`src/rtl/sog_pkg.sv`:
```
package sog_pkg;

    // ------------------------------------------------------------
    // widths
    // ------------------------------------------------------------
    localparam int ADDR_W = 6;
    localparam int DATA_W = 32;
    localparam int DEV_W  = 32;
    localparam int LVL_W  = 30;
    localparam int PCT_W  = 7;
    localparam int SPD_W  = 14;
    localparam int ST_W   = 4;

    // ------------------------------------------------------------
    // register offsets
    // ------------------------------------------------------------
    localparam logic [ADDR_W-1:0] OFF_CTRL   = 6'h00;
    localparam logic [ADDR_W-1:0] OFF_ALVL   = 6'h04;
    localparam logic [ADDR_W-1:0] OFF_WPCT   = 6'h08;
    localparam logic [ADDR_W-1:0] OFF_RSPD   = 6'h0c;
    localparam logic [ADDR_W-1:0] OFF_LSPD   = 6'h10;
    localparam logic [ADDR_W-1:0] OFF_GLVL   = 6'h14;
    localparam logic [ADDR_W-1:0] OFF_STATUS = 6'h18;
    localparam logic [ADDR_W-1:0] OFF_MASK   = 6'h1c;
    localparam logic [ADDR_W-1:0] OFF_STATE  = 6'h20;
    localparam logic [ADDR_W-1:0] OFF_DEV    = 6'h24;

    // ------------------------------------------------------------
    // field positions
    // ------------------------------------------------------------
    localparam int CTRL_ARST = 0;
    localparam int CTRL_LIN  = 1;
    localparam int ST_ENA    = 0;
    localparam int ST_WARN   = 1;
    localparam int ST_SPD    = 2;
    localparam int ST_GEN    = 3;
    localparam int SS_ON     = 0;
    localparam int SS_LIM    = 1;
    localparam int SS_WARN   = 2;
    localparam int SS_ALM    = 4;

    // ------------------------------------------------------------
    // reset values and ranges
    // ------------------------------------------------------------
    localparam logic [LVL_W-1:0] LVL_RST = 30'h0500000;
    localparam logic [LVL_W-1:0] LVL_MIN = 30'h0000001;
    localparam logic [LVL_W-1:0] LVL_MAX = 30'h3fffffff;
    localparam logic [PCT_W-1:0] PCT_RST = 7'h64;
    localparam logic [PCT_W-1:0] PCT_MIN = 7'h0a;
    localparam logic [PCT_W-1:0] PCT_MAX = 7'h64;
    localparam logic [PCT_W-1:0] PCT_DIV = 7'h64;
    localparam logic [SPD_W-1:0] SPD_RST = 14'h2710;
    localparam logic [SPD_W-1:0] SPD_MAX = 14'h2710;
    localparam logic [1:0]       RESP_OK = 2'h0;
    localparam logic [1:0]       RESP_ERR = 2'h2;

    typedef enum {SOG_OFF, SOG_ON} sog_state_t;

    function automatic logic [DEV_W-1:0] devAbs(input logic [DEV_W-1:0] d);
        devAbs = d[DEV_W-1] ? (~d + 32'h00000001) : d;
    endfunction

endpackage

```
`src/rtl/sog_guard.sv`:
```
`timescale 1ns/1ps
module sog_guard
    import sog_pkg::*;
(
    input  wire logic              clk,
    input  wire logic              rstn,
    input  wire logic              s_axi_awvalid,
    output logic                   s_axi_awready,
    input  wire logic [ADDR_W-1:0] s_axi_awaddr,
    input  wire logic              s_axi_wvalid,
    output logic                   s_axi_wready,
    input  wire logic [DATA_W-1:0] s_axi_wdata,
    input  wire logic [3:0]        s_axi_wstrb,
    output logic                   s_axi_bvalid,
    input  wire logic              s_axi_bready,
    output logic      [1:0]        s_axi_bresp,
    input  wire logic              s_axi_arvalid,
    output logic                   s_axi_arready,
    input  wire logic [ADDR_W-1:0] s_axi_araddr,
    output logic                   s_axi_rvalid,
    input  wire logic              s_axi_rready,
    output logic      [DATA_W-1:0] s_axi_rdata,
    output logic      [1:0]        s_axi_rresp,
    input  wire logic              enableCmd,
    input  wire logic [DEV_W-1:0]  posRef,
    input  wire logic              posRefValid,
    input  wire logic [DEV_W-1:0]  actualPos,
    output logic                   servoOn,
    output logic                   speedLimitActive,
    output logic      [SPD_W-1:0]  speedLimit,
    output logic                   enableTimeWarning,
    output logic      [ST_W-1:0]   alarms,
    output logic                   irq
);

    // ------------------------------------------------------------
    // declarations
    // ------------------------------------------------------------
    logic [DEV_W-1:0]  devVal;
    logic [DEV_W-1:0]  devMag;
    logic [LVL_W-1:0]  warnLvl;

    logic              awHave_ff,  nxt_awHave;
    logic              wHave_ff,   nxt_wHave;
    logic [ADDR_W-1:0] awAddr_ff,  nxt_awAddr;
    logic [DATA_W-1:0] wData_ff,   nxt_wData;
    logic [3:0]        wStrb_ff,   nxt_wStrb;
    logic              bValid_ff,  nxt_bValid;
    logic [1:0]        bResp_ff,   nxt_bResp;
    logic              rValid_ff,  nxt_rValid;
    logic [DATA_W-1:0] rData_ff,   nxt_rData;
    logic [1:0]        rResp_ff,   nxt_rResp;
    logic              doWrite;

    logic              linSel_ff,  nxt_linSel;
    logic              arst_ff,    nxt_arst;
    logic [LVL_W-1:0]  alvl_ff,    nxt_alvl;
    logic [PCT_W-1:0]  wpct_ff,    nxt_wpct;
    logic [SPD_W-1:0]  rspd_ff,    nxt_rspd;
    logic [SPD_W-1:0]  lspd_ff,    nxt_lspd;
    logic [LVL_W-1:0]  glvl_ff,    nxt_glvl;
    logic [ST_W-1:0]   status_ff,  nxt_status;
    logic [ST_W-1:0]   mask_ff,    nxt_mask;
    logic [ST_W-1:0]   stClr;
    logic [DATA_W-1:0] wv;

    sog_state_t        state_ff,   nxt_state;
    logic              enaPrev_ff;
    logic              lim_ff,     nxt_lim;
    logic              refSeen_ff, nxt_refSeen;
    logic              warn_ff,    nxt_warn;
    logic [ST_W-1:0]   alarm_ff,   nxt_alarm;
    logic [ST_W-1:0]   evt;
    logic              overAlvl;
    logic              overGen;
    logic              overWarn;
    logic              enaRise;
    logic              irq_ff;
    logic [SPD_W-1:0]  spd_ff;

    function automatic logic [DATA_W-1:0] mergeStrb(
        input logic [DATA_W-1:0] oldv,
        input logic [DATA_W-1:0] newv,
        input logic [3:0]        strb
    );
        logic [DATA_W-1:0] r;
        r = oldv;
        for (int i = 0; i < 4; i++)
        begin
            if (strb[i])
                r[i*8 +: 8] = newv[i*8 +: 8];
        end
        mergeStrb = r;
    endfunction

    function automatic logic lvlOk(input logic [DATA_W-1:0] v);
        lvlOk = (v[LVL_W-1:0] >= LVL_MIN) && (v[DATA_W-1:LVL_W] == 2'h0);
    endfunction

    // ------------------------------------------------------------
    // submodules
    // ------------------------------------------------------------
    sog_dev_counter u_dev (
        .clk       (clk),
        .rstn      (rstn),
        .posRef    (posRef),
        .actualPos (actualPos),
        .devVal_ff (devVal),
        .devMag_ff (devMag)
    );

    sog_warn_level u_warn (
        .clk        (clk),
        .rstn       (rstn),
        .level      (alvl_ff),
        .pct        (wpct_ff),
        .warnLvl_ff (warnLvl)
    );

    // ------------------------------------------------------------
    // axi4-lite slave
    // ------------------------------------------------------------
    assign doWrite = awHave_ff && wHave_ff && !bValid_ff;

    always_comb
    begin
        nxt_awHave = awHave_ff;
        nxt_wHave  = wHave_ff;
        nxt_awAddr = awAddr_ff;
        nxt_wData  = wData_ff;
        nxt_wStrb  = wStrb_ff;
        nxt_bValid = bValid_ff;
        nxt_bResp  = bResp_ff;
        nxt_rValid = rValid_ff;
        nxt_rData  = rData_ff;
        nxt_rResp  = rResp_ff;
        if (s_axi_awvalid && !awHave_ff)
        begin
            nxt_awHave = 1'b1;
            nxt_awAddr = s_axi_awaddr;
        end
        if (s_axi_wvalid && !wHave_ff)
        begin
            nxt_wHave = 1'b1;
            nxt_wData = s_axi_wdata;
            nxt_wStrb = s_axi_wstrb;
        end
        if (doWrite)
        begin
            nxt_awHave = 1'b0;
            nxt_wHave  = 1'b0;
            nxt_bValid = 1'b1;
            nxt_bResp  = RESP_OK;
            if (awAddr_ff > OFF_MASK || awAddr_ff[1:0] != 2'h0)
                nxt_bResp = RESP_ERR;
        end
        else if (bValid_ff && s_axi_bready)
            nxt_bValid = 1'b0;
        if (s_axi_arvalid && !rValid_ff)
        begin
            nxt_rValid = 1'b1;
            nxt_rResp  = RESP_OK;
            nxt_rData  = 32'h00000000;
            unique case (s_axi_araddr)
                OFF_CTRL:   nxt_rData[CTRL_LIN] = linSel_ff;
                OFF_ALVL:   nxt_rData[LVL_W-1:0] = alvl_ff;
                OFF_WPCT:   nxt_rData[PCT_W-1:0] = wpct_ff;
                OFF_RSPD:   nxt_rData[SPD_W-1:0] = rspd_ff;
                OFF_LSPD:   nxt_rData[SPD_W-1:0] = lspd_ff;
                OFF_GLVL:   nxt_rData[LVL_W-1:0] = glvl_ff;
                OFF_STATUS: nxt_rData[ST_W-1:0] = status_ff;
                OFF_MASK:   nxt_rData[ST_W-1:0] = mask_ff;
                OFF_STATE:
                begin
                    nxt_rData[SS_ON]   = state_ff == SOG_ON;
                    nxt_rData[SS_LIM]  = lim_ff;
                    nxt_rData[SS_WARN] = warn_ff;
                    nxt_rData[SS_ALM +: ST_W] = alarm_ff;
                end
                OFF_DEV:    nxt_rData = devVal;
                default:    nxt_rResp = RESP_ERR;
            endcase
        end
        else if (rValid_ff && s_axi_rready)
            nxt_rValid = 1'b0;
    end

    always_ff @(posedge clk)
    begin
        if (!rstn)
        begin
            awHave_ff <= 1'b0;
            wHave_ff  <= 1'b0;
            awAddr_ff <= 6'h00;
            wData_ff  <= 32'h00000000;
            wStrb_ff  <= 4'h0;
            bValid_ff <= 1'b0;
            bResp_ff  <= RESP_OK;
            rValid_ff <= 1'b0;
            rData_ff  <= 32'h00000000;
            rResp_ff  <= RESP_OK;
        end
        else
        begin
            awHave_ff <= nxt_awHave;
            wHave_ff  <= nxt_wHave;
            awAddr_ff <= nxt_awAddr;
            wData_ff  <= nxt_wData;
            wStrb_ff  <= nxt_wStrb;
            bValid_ff <= nxt_bValid;
            bResp_ff  <= nxt_bResp;
            rValid_ff <= nxt_rValid;
            rData_ff  <= nxt_rData;
            rResp_ff  <= nxt_rResp;
        end
    end

    // ------------------------------------------------------------
    // settings and interrupt registers
    // ------------------------------------------------------------
    always_comb
    begin
        nxt_linSel = linSel_ff;
        nxt_arst   = 1'b0;
        nxt_alvl   = alvl_ff;
        nxt_wpct   = wpct_ff;
        nxt_rspd   = rspd_ff;
        nxt_lspd   = lspd_ff;
        nxt_glvl   = glvl_ff;
        nxt_mask   = mask_ff;
        stClr      = 4'h0;
        wv         = 32'h00000000;
        if (doWrite)
        begin
            unique case (awAddr_ff)
                OFF_CTRL:
                begin
                    wv = mergeStrb({30'h0, linSel_ff, 1'b0},
                                   wData_ff, wStrb_ff);
                    nxt_linSel = wv[CTRL_LIN];
                    nxt_arst   = wv[CTRL_ARST];
                end
                OFF_ALVL:
                begin
                    wv = mergeStrb({2'h0, alvl_ff}, wData_ff, wStrb_ff);
                    if (lvlOk(wv))
                        nxt_alvl = wv[LVL_W-1:0];
                end
                OFF_WPCT:
                begin
                    wv = mergeStrb({25'h0, wpct_ff}, wData_ff, wStrb_ff);
                    if (wv[DATA_W-1:PCT_W] == 25'h0
                        && wv[PCT_W-1:0] >= PCT_MIN
                        && wv[PCT_W-1:0] <= PCT_MAX)
                        nxt_wpct = wv[PCT_W-1:0];
                end
                OFF_RSPD:
                begin
                    wv = mergeStrb({18'h0, rspd_ff}, wData_ff, wStrb_ff);
                    if (wv[DATA_W-1:SPD_W] == 18'h0
                        && wv[SPD_W-1:0] <= SPD_MAX)
                        nxt_rspd = wv[SPD_W-1:0];
                end
                OFF_LSPD:
                begin
                    wv = mergeStrb({18'h0, lspd_ff}, wData_ff, wStrb_ff);
                    if (wv[DATA_W-1:SPD_W] == 18'h0
                        && wv[SPD_W-1:0] <= SPD_MAX)
                        nxt_lspd = wv[SPD_W-1:0];
                end
                OFF_GLVL:
                begin
                    wv = mergeStrb({2'h0, glvl_ff}, wData_ff, wStrb_ff);
                    if (lvlOk(wv))
                        nxt_glvl = wv[LVL_W-1:0];
                end
                OFF_STATUS:
                    stClr = wData_ff[ST_W-1:0] & {ST_W{wStrb_ff[0]}};
                OFF_MASK:
                begin
                    wv = mergeStrb({28'h0, mask_ff}, wData_ff, wStrb_ff);
                    nxt_mask = wv[ST_W-1:0];
                end
                default:
                    wv = 32'h00000000;
            endcase
        end
        // set wins over a write-one clear
        nxt_status = (status_ff & ~stClr) | evt;
    end

    always_ff @(posedge clk)
    begin
        if (!rstn)
        begin
            linSel_ff <= 1'b0;
            arst_ff   <= 1'b0;
            alvl_ff   <= LVL_RST;
            wpct_ff   <= PCT_RST;
            rspd_ff   <= SPD_RST;
            lspd_ff   <= SPD_RST;
            glvl_ff   <= LVL_RST;
            status_ff <= 4'h0;
            mask_ff   <= 4'h0;
            irq_ff    <= 1'b0;
        end
        else
        begin
            linSel_ff <= nxt_linSel;
            arst_ff   <= nxt_arst;
            alvl_ff   <= nxt_alvl;
            wpct_ff   <= nxt_wpct;
            rspd_ff   <= nxt_rspd;
            lspd_ff   <= nxt_lspd;
            glvl_ff   <= nxt_glvl;
            status_ff <= nxt_status;
            mask_ff   <= nxt_mask;
            irq_ff    <= |(nxt_status & nxt_mask);
        end
    end

    // ------------------------------------------------------------
    // enable guard
    // ------------------------------------------------------------
    always_comb
    begin
        overAlvl    = devMag > {2'h0, alvl_ff};
        overGen     = devMag > {2'h0, glvl_ff};
        overWarn    = devMag > {2'h0, warnLvl};
        enaRise     = enableCmd && !enaPrev_ff;
        nxt_state   = state_ff;
        nxt_lim     = lim_ff;
        nxt_refSeen = refSeen_ff;
        nxt_warn    = warn_ff;
        evt         = 4'h0;
        unique case (state_ff)
            SOG_OFF:
            begin
                if (enaRise && alarm_ff == 4'h0)
                begin
                    if (overAlvl)
                        evt[ST_ENA] = 1'b1;
                    else
                    begin
                        nxt_state   = SOG_ON;
                        nxt_lim     = devMag != 32'h00000000;
                        nxt_refSeen = 1'b0;
                        nxt_warn    = overWarn;
                        evt[ST_WARN] = overWarn;
                    end
                end
            end
            SOG_ON:
            begin
                if (lim_ff && posRefValid)
                    nxt_refSeen = 1'b1;
                if (lim_ff && (refSeen_ff || posRefValid) && overGen)
                    evt[ST_SPD] = 1'b1;
                else if (overGen)
                    evt[ST_GEN] = 1'b1;
                if (devMag == 32'h00000000)
                    nxt_lim = 1'b0;
                if (!enableCmd || evt != 4'h0 || alarm_ff != 4'h0)
                begin
                    nxt_state   = SOG_OFF;
                    nxt_lim     = 1'b0;
                    nxt_refSeen = 1'b0;
                    nxt_warn    = 1'b0;
                end
            end
        endcase
        // latched until reset request with condition gone
        nxt_alarm = alarm_ff;
        if (arst_ff)
        begin
            if (!overAlvl)
                nxt_alarm[ST_ENA] = 1'b0;
            if (!overGen)
                nxt_alarm[ST_SPD] = 1'b0;
            if (!overGen)
                nxt_alarm[ST_GEN] = 1'b0;
        end
        nxt_alarm[ST_ENA] = nxt_alarm[ST_ENA] | evt[ST_ENA];
        nxt_alarm[ST_SPD] = nxt_alarm[ST_SPD] | evt[ST_SPD];
        nxt_alarm[ST_GEN] = nxt_alarm[ST_GEN] | evt[ST_GEN];
        nxt_alarm[ST_WARN] = 1'b0;
    end

    always_ff @(posedge clk)
    begin
        if (!rstn)
        begin
            state_ff   <= SOG_OFF;
            enaPrev_ff <= 1'b0;
            lim_ff     <= 1'b0;
            refSeen_ff <= 1'b0;
            warn_ff    <= 1'b0;
            alarm_ff   <= 4'h0;
            spd_ff     <= SPD_RST;
        end
        else
        begin
            state_ff   <= nxt_state;
            enaPrev_ff <= enableCmd;
            lim_ff     <= nxt_lim;
            refSeen_ff <= nxt_refSeen;
            warn_ff    <= nxt_warn;
            alarm_ff   <= nxt_alarm;
            spd_ff     <= nxt_linSel ? nxt_lspd : nxt_rspd;
        end
    end

    // ------------------------------------------------------------
    // outputs
    // ------------------------------------------------------------
    assign s_axi_awready     = !awHave_ff;
    assign s_axi_wready      = !wHave_ff;
    assign s_axi_bvalid      = bValid_ff;
    assign s_axi_bresp       = bResp_ff;
    assign s_axi_arready     = !rValid_ff;
    assign s_axi_rvalid      = rValid_ff;
    assign s_axi_rdata       = rData_ff;
    assign s_axi_rresp       = rResp_ff;
    assign servoOn           = state_ff == SOG_ON;
    assign speedLimitActive  = lim_ff;
    assign speedLimit        = spd_ff;
    assign enableTimeWarning = warn_ff;
    assign alarms            = alarm_ff;
    assign irq               = irq_ff;

endmodule

```
`src/rtl/sog_dev_counter.sv`:
```
`timescale 1ns/1ps
module sog_dev_counter
    import sog_pkg::*;
(
    input  wire logic             clk,
    input  wire logic             rstn,
    input  wire logic [DEV_W-1:0] posRef,
    input  wire logic [DEV_W-1:0] actualPos,
    output logic      [DEV_W-1:0] devVal_ff,
    output logic      [DEV_W-1:0] devMag_ff
);

    logic [DEV_W-1:0] nxt_devVal;
    logic [DEV_W-1:0] nxt_devMag;

    // ------------------------------------------------------------
    // deviation counter
    // ------------------------------------------------------------
    always_comb
    begin
        nxt_devVal = posRef - actualPos;
        nxt_devMag = devAbs(nxt_devVal);
    end

    always_ff @(posedge clk)
    begin
        if (!rstn)
        begin
            devVal_ff <= 32'h00000000;
            devMag_ff <= 32'h00000000;
        end
        else
        begin
            devVal_ff <= nxt_devVal;
            devMag_ff <= nxt_devMag;
        end
    end

endmodule

```
`src/rtl/sog_warn_level.sv`:
```
`timescale 1ns/1ps
module sog_warn_level
    import sog_pkg::*;
(
    input  wire logic             clk,
    input  wire logic             rstn,
    input  wire logic [LVL_W-1:0] level,
    input  wire logic [PCT_W-1:0] pct,
    output logic      [LVL_W-1:0] warnLvl_ff
);

    logic [LVL_W+PCT_W-1:0] prod;
    logic [LVL_W+PCT_W-1:0] quot;
    logic [LVL_W-1:0]       nxt_warnLvl;

    // ------------------------------------------------------------
    // level times percentage over one hundred
    // ------------------------------------------------------------
    always_comb
    begin
        prod        = {{PCT_W{1'b0}}, level} * {{LVL_W{1'b0}}, pct};
        quot        = prod / {{LVL_W{1'b0}}, PCT_DIV};
        nxt_warnLvl = quot[LVL_W-1:0];
    end

    always_ff @(posedge clk)
    begin
        if (!rstn)
            warnLvl_ff <= LVL_RST;
        else
            warnLvl_ff <= nxt_warnLvl;
    end

endmodule

```
`config.mk`:
```
export PLATFORM = sky130hd
export DESIGN_NAME = sog_guard
export DESIGN_NICKNAME = d
export VERILOG_FILES = /design/src/rtl/sog_pkg.sv /design/src/rtl/sog_guard.sv /design/src/rtl/sog_dev_counter.sv /design/src/rtl/sog_warn_level.sv
export SDC_FILE = /design/constraint.sdc
export NUM_CORES = 2
export LEC_CHECK = 0
export BUFFER_PORTS_ARGS = -buffer_cell sky130_fd_sc_hd__buf_2
export CAP_MARGIN = 40
export CELL_PAD_IN_SITES_DETAIL_PLACEMENT = 0
export CELL_PAD_IN_SITES_GLOBAL_PLACEMENT = 1
export CORE_MARGIN = 2
export CORE_UTILIZATION = 47
export DETAILED_ROUTE_END_ITERATION = 8
export GPL_ROUTABILITY_DRIVEN = 0
export PLACE_DENSITY = 0.88
export SYNTH_ARGS = -nofsm -noshare
export SYNTH_HDL_FRONTEND = slang
export SYNTH_SLANG_ARGS = --single-unit
```
`constraint.sdc`:
```
create_clock -name clk -period 26 [get_ports clk]
set_input_delay 7.8 -clock clk [delete_from_list [all_inputs] [get_ports clk]]
set_output_delay 7.8 -clock clk [all_outputs]
set_load 0.1 [all_outputs]
```
# Word-level counts from Yosys, hierarchy flattened

Index checks and enable logic that the tools add are counted.

Register bits after elaboration: 336
Output and inout bits: 63
Word-level logic and storage cells: 254
Input bits: 121

Muxes and demuxes: 120
Add/sub/neg operators: 2
$mul: 1
Div/mod/pow operators: 1
Eq/ne operators: 23
Reduce and logical (&&, ||, !) cells: 55
Magnitude comparators: 10
Bitwise gates (word level): 10

Operator list:

| kind                    | number |
|---|---|
| $mux W8                 | 56 |
| $mux W14                | 7 |
| $gt A32 B30 Y1          | 3 |
| $mux W32                | 3 |
| $logic_not A32 Y1       | 2 |
| $pmux W32 S2            | 1 |
| $ge A30 B1 Y1 const B   | 2 |
| $eq A6 B5 Y1 const B    | 8 |
| $pmux W16 S3            | 1 |
| $div A37 B7 Y37 const B | 1 |
| $mul A30 B7 Y37         | 1 |
| $logic_not A18 Y1       | 2 |
| $add A32 B1 Y32 const B | 1 |
| $eq A32 B1 Y1 const B   | 1 |
| $eq A32 B2 Y1 const B   | 1 |
| $not A32 Y32            | 1 |
| $reduce_bool A32 Y1     | 1 |
| $sub A32 B32 Y32        | 1 |
| $mux W31                | 1 |
| $pmux W6 S5             | 1 |
| $le A14 B14 Y1 const B  | 2 |
| $mux W1                 | 28 |
| $logic_not A25 Y1       | 1 |
| $eq A6 B4 Y1 const B    | 4 |
| other kinds (34)        | 92 |

# Longest topological paths before layout

Depth after elaboration: 10
Gate-level depth with buffers: 94
Gate-level depth less buffers: 77

# Cells and area by module

Synthesis repeated with hierarchy kept, for this count alone.

Cell total of the unflattened synthesis: 4033
Area total of the unflattened synthesis: 31644.1 um^2

Modules (own cells, without submodules):

| module          | sequential area each (um^2) | cells each | instances | area an instance (um^2) |
|---|---|---|---|---|
| sog_warn_level  | 600.6                       | 1959       | 1         | 15203.3 |
| sog_guard       | 4164.0                      | 1460       | 1         | 11621.1 |
| sog_dev_counter | 1261.2                      | 614        | 1         | 4819.6 |

# Worst setup path after synthesis

No wires, ideal clock.

Kind: register -> register
Start: register wpct_ff[6]
End: register u_warn.warnLvl_ff[0]
Path slack: 5326 ps
Path buffers: 12
Library setup time: 131 ps
Clock period less this slack: 20674 ps
Required time: 25869 ps
Stages on the path, launching flop included: 89
Arrival time: 20542 ps
Cells stage by stage: dfxtp_1 -> clkbuf_1 -> nand2_1 -> fa_1 -> inv_1 -> fa_1 -> inv_1 -> fa_1 -> fa_1 -> inv_1 -> ha_1 -> buf_2 -> nand2_1 -> nor2_1 -> nand3_1 -> or3_4 -> o221a_4 -> or3_1 -> [53 not listed] -> a22o_1 -> or3_1 -> o211a_2 -> a2111oi_2 -> nor2_1 -> xnor2_2 -> o211a_1 -> a21o_1 -> o21ba_1 -> buf_2 -> o2111ai_1 -> o311ai_1 -> or2_1 -> buf_2 -> a211o_1 -> a41o_1 -> a221oi_1 -> a311oi_1

Word-level cells in the longest chain between the ends: 2

Ends and longest elaborated chain:

| what                     | line                 | RTL |
|---|---|---|
| start: declaration       | sog_guard.sv:58      | `logic [PCT_W-1:0] wpct_ff, nxt_wpct;` |
| start signal: assignment | sog_guard.sv:312     | `wpct_ff <= nxt_wpct;` |
| $mul A30 B7 Y37          | sog_warn_level.sv:21 | `prod = {{PCT_W{1'b0}}, level} * {{LVL_W{1'b0}}, pct};` |
| $div A37 B7 Y37          | sog_warn_level.sv:22 | `quot = prod / {{LVL_W{1'b0}}, PCT_DIV};` |
| end signal: assignment   | sog_warn_level.sv:31 | `warnLvl_ff <= nxt_warnLvl;` |
| end: declaration         | sog_warn_level.sv:9  | `output logic [LVL_W-1:0] warnLvl_ff` |

No other way between the ends.
A chain may end at the register's enable or synchronous reset.

# Worst setup path after layout

Same ends and word-level chain as after synthesis.

==> flow_summary.yaml <==
run_status:
  status: "finished clean"
critical_path:
  end_kind: "flop"
  worstPathArrival_ps: 24630
  cp.required_ps: 26410
  crit_fanout: 17
  cp_common_cell: "fa_1"
  crit_path_start_kind: "flop"
  worst_path_largest_cell_delay_ps: 690
  slowest_stage: "a2111oi_0"
  critical_path_class: "flop to flop"
power_and_ir_drop:
  p_switching_w: 0.00236
  p_int_w: 0.00217
  p_leak_nw: 13.9
  seqPwrFrac: 0.122
  comb_power_share: 0.759
  vdd_drop_max_uv: 434
  swShare: 0.521
  p_per_area_nw_per_um2: 140
  clock_power_share: 0.119
  finalPower_w: 0.00453
grt:
  grt_antenna_before_repair: 1
  overflow: 0
  grt_pass1_wl_um: 147000
  grt_max_degree: 76
  track_usage: 0.282
  grt_pass1_vias: 26837
yosys:
  synth_area_per_cell_um2: 7.76
  synth-edff-count: 0
  yosys_warnings: 0
  seq_area_frac_synth: 0.204
  async_reset_ff_frac: 0
  synth_flop_cell: "dfxtp_1"
  synth_cell_types: 128
  synthCells: 3800
  ys_seq_elements: 301
  netlist_area_um2: 29500
timing:
  drv_slew: 0
  worst_pin_slew_ps: 983
  final.setup.worst_slack_ps: 1770
  period_share: 0.932
  fin_hold_ws_ps: 458
  setup_tns_ps: 0
  skew_ps: 23.0
  max_freq_mhz: 41.3
  max_slew_margin: 0.340
  setup_viol: 0
  period_needed_ps: 24230
  hold_viol: 0
layout:
  post-route-util: 0.522
  final_cell_mix: "397 x nor2_1, 338 x nand2_1, 318 x a21oi_1, 300 x dfxtp_1, 274 x inv_1"
  antenna_cells: 0
  syn_to_final_growth_pct: 9.32
  n_fill_cell: 5902
  layout-drive-gt1-share: 0.106
  nets: 4294
  final_common_cell: "nor2_1"
clock_tree:
  numCtsBuffers: 35
  tritoncts: "done"
  clock-sinks: 301
  clk_path_buf_depth: 3
  insertion_delay_ps: 560
  clkTransAtPathRegs_ps: 60
  htreeDepth: 2
  cts_setup_buffers: 0
  cts_root_buf: "clkbuf_16"
place:
  pre_cts_ws_ps: 1460
  place.detailed.hpwl_um: 71500
  portBuffers: 180
floorplanning:
  die_w_um: 255
  die_area_um2: 64800
  io_pins: 184
  dieHeight_um: 255
  core_um2: 61800
  initial_core_util: 0.477
  num_rows: 91
detailed_routing:
  vias: 28374
  antenna_left: 0
  first_pass_iters: 9
  routed_wl_um: 93100
  viasPerCell: 6.01
  drc_errors: 0
  routedWlPerCell_um: 19.7
  drt_iter0_drc: 2968
min_path:
  hold_path.class: "flop to flop"
flow_run:
  cap_violations: 0
[routing by layer]
layer,track usage,part of all wire
met4,0.124,0.045
met3,0.0397,0.068
met1,0.378,0.44
met5,0,0
met2,0.452,0.45
[cells by family (layout without fill, tap and decap cells)]
| group | count (synthesis) | after routing | share of synthesized area |
|---|---|---|---|
| adders and majority gates | 320 | 320 | 0.171 |
| xor gates and xnor gates | 146 | 146 | 0.0444 |
| buffers and inverters | 482 | 562 | 0.0644 |
| other | 1 | 3 | 0.000127 |
| AOI/OAI and AO/OA | 1036 | 1036 | 0.241 |
| muxes | 108 | 108 | 0.0376 |
| and+or+nand+nor | 1406 | 1406 | 0.237 |
| DFF | 301 | 301 | 0.204 |
[layout make-up]
| class | count | area, um2 | share of cell area |
|---|---|---|---|
| multi-input cells | 3019 | 21600 | 0.671 |
| flip-flops and latches | 301 | 6030 | 0.187 |
| repair buffers | 224 | 1270 | 0.0394 |
| well taps | 837 | 1050 | 0.0325 |
| inverters | 275 | 1040 | 0.0322 |
| clock buffers | 40 | 925 | 0.0287 |
| clock inverters | 23 | 304 | 0.00943 |
[path summary, 6_finish.rpt]
check | slack [ps] | from | end | depth (start not counted)
worst min register to register | 460 | u_dev.devVal_ff[31]$_SDFF_PN0_ | s_axi_rdata[31]$_SDFFE_PN0P_ | 2
worst max register to register | 1770 | wpct_ff[6]$_SDFFE_PN1P_ | u_warn.warnLvl_ff[0]$_SDFF_PN0_ | 77
worst max-delay path | 1770 | wpct_ff[6]$_SDFFE_PN1P_ | u_warn.warnLvl_ff[0]$_SDFF_PN0_ | 77
worst min-delay path | 460 | u_dev.devVal_ff[31]$_SDFF_PN0_ | s_axi_rdata[31]$_SDFFE_PN0P_ | 2
[registers in the layout, summed over array words and instances, names as in the netlist, 6 cells and up]
| register | flops |
|---|---|
| s_axi_rdata | 32 |
| u_dev.devMag_ff | 32 |
| wData_ff | 32 |
| u_dev.devVal_ff | 31 |
| alvl_ff | 30 |
| glvl_ff | 30 |
| u_warn.warnLvl_ff | 30 |
| lspd_ff | 14 |
| rspd_ff | 14 |
| speedLimit | 14 |
| wpct_ff | 7 |
| awAddr_ff | 6 |
[critical path: cells and delay by family, from the launching register on]
kind	cells	cell delay, ps
AND/OR/NAND/NOR	26	7240
flip-flops	1	680
buffers and inverters	4	410
multiplexers	2	770
adder cells (fa/ha/maj)	5	2540
XOR/XNOR	3	1070
AO/OA/AOI/OAI	37	11330
[power by group through the flow]
stage          logic (W)  clock network, W  registers, W
2_1_floorplan    0.00275                 0      0.000558
3_3_place_gp     0.00335                 0      0.000559
3_5_place_dp     0.00336                 0      0.000560
4_1_cts          0.00337          0.000544      0.000549
5_1_grt          0.00380          0.000561      0.000553
6_report         0.00344          0.000538      0.000552
[metrics by stage]
stage / cell area, um2 / instances
2_1_floorplan: 29500 / 3802
3_3_place_gp: 30900 / 4646
3_5_place_dp: 31000 / 4656
4_1_cts: 32200 / 4719
5_1_grt: 32200 / 4719
6_report: 32200 / 4719
[repair_timing]
item                                    in CTS  in global routing
gates resized for setup                      0                  8
hold buffers                                 0                  0
endpoints found under the setup margin       0                  3
[synthesized netlist by cell type, types with 48 or more instances]
cell | n | area [um2]
and2_1 | 215 | 1350
mux2i_1 | 91 | 911
xor2_1 | 60 | 526
nand3_1 | 74 | 370
dfxtp_1 | 301 | 6030
fa_1 | 140 | 2800
xnor2_1 | 82 | 718
a31oi_1 | 48 | 300
inv_1 | 275 | 1030
clkbuf_1 | 157 | 589
o21ai_0 | 159 | 796
nand2_1 | 338 | 1270
a21oi_1 | 318 | 1590
ha_1 | 177 | 2210
nor3_1 | 67 | 335
nor2_1 | 397 | 1490
nor4_1 | 52 | 325
Power figures use the tool's default switching activity.
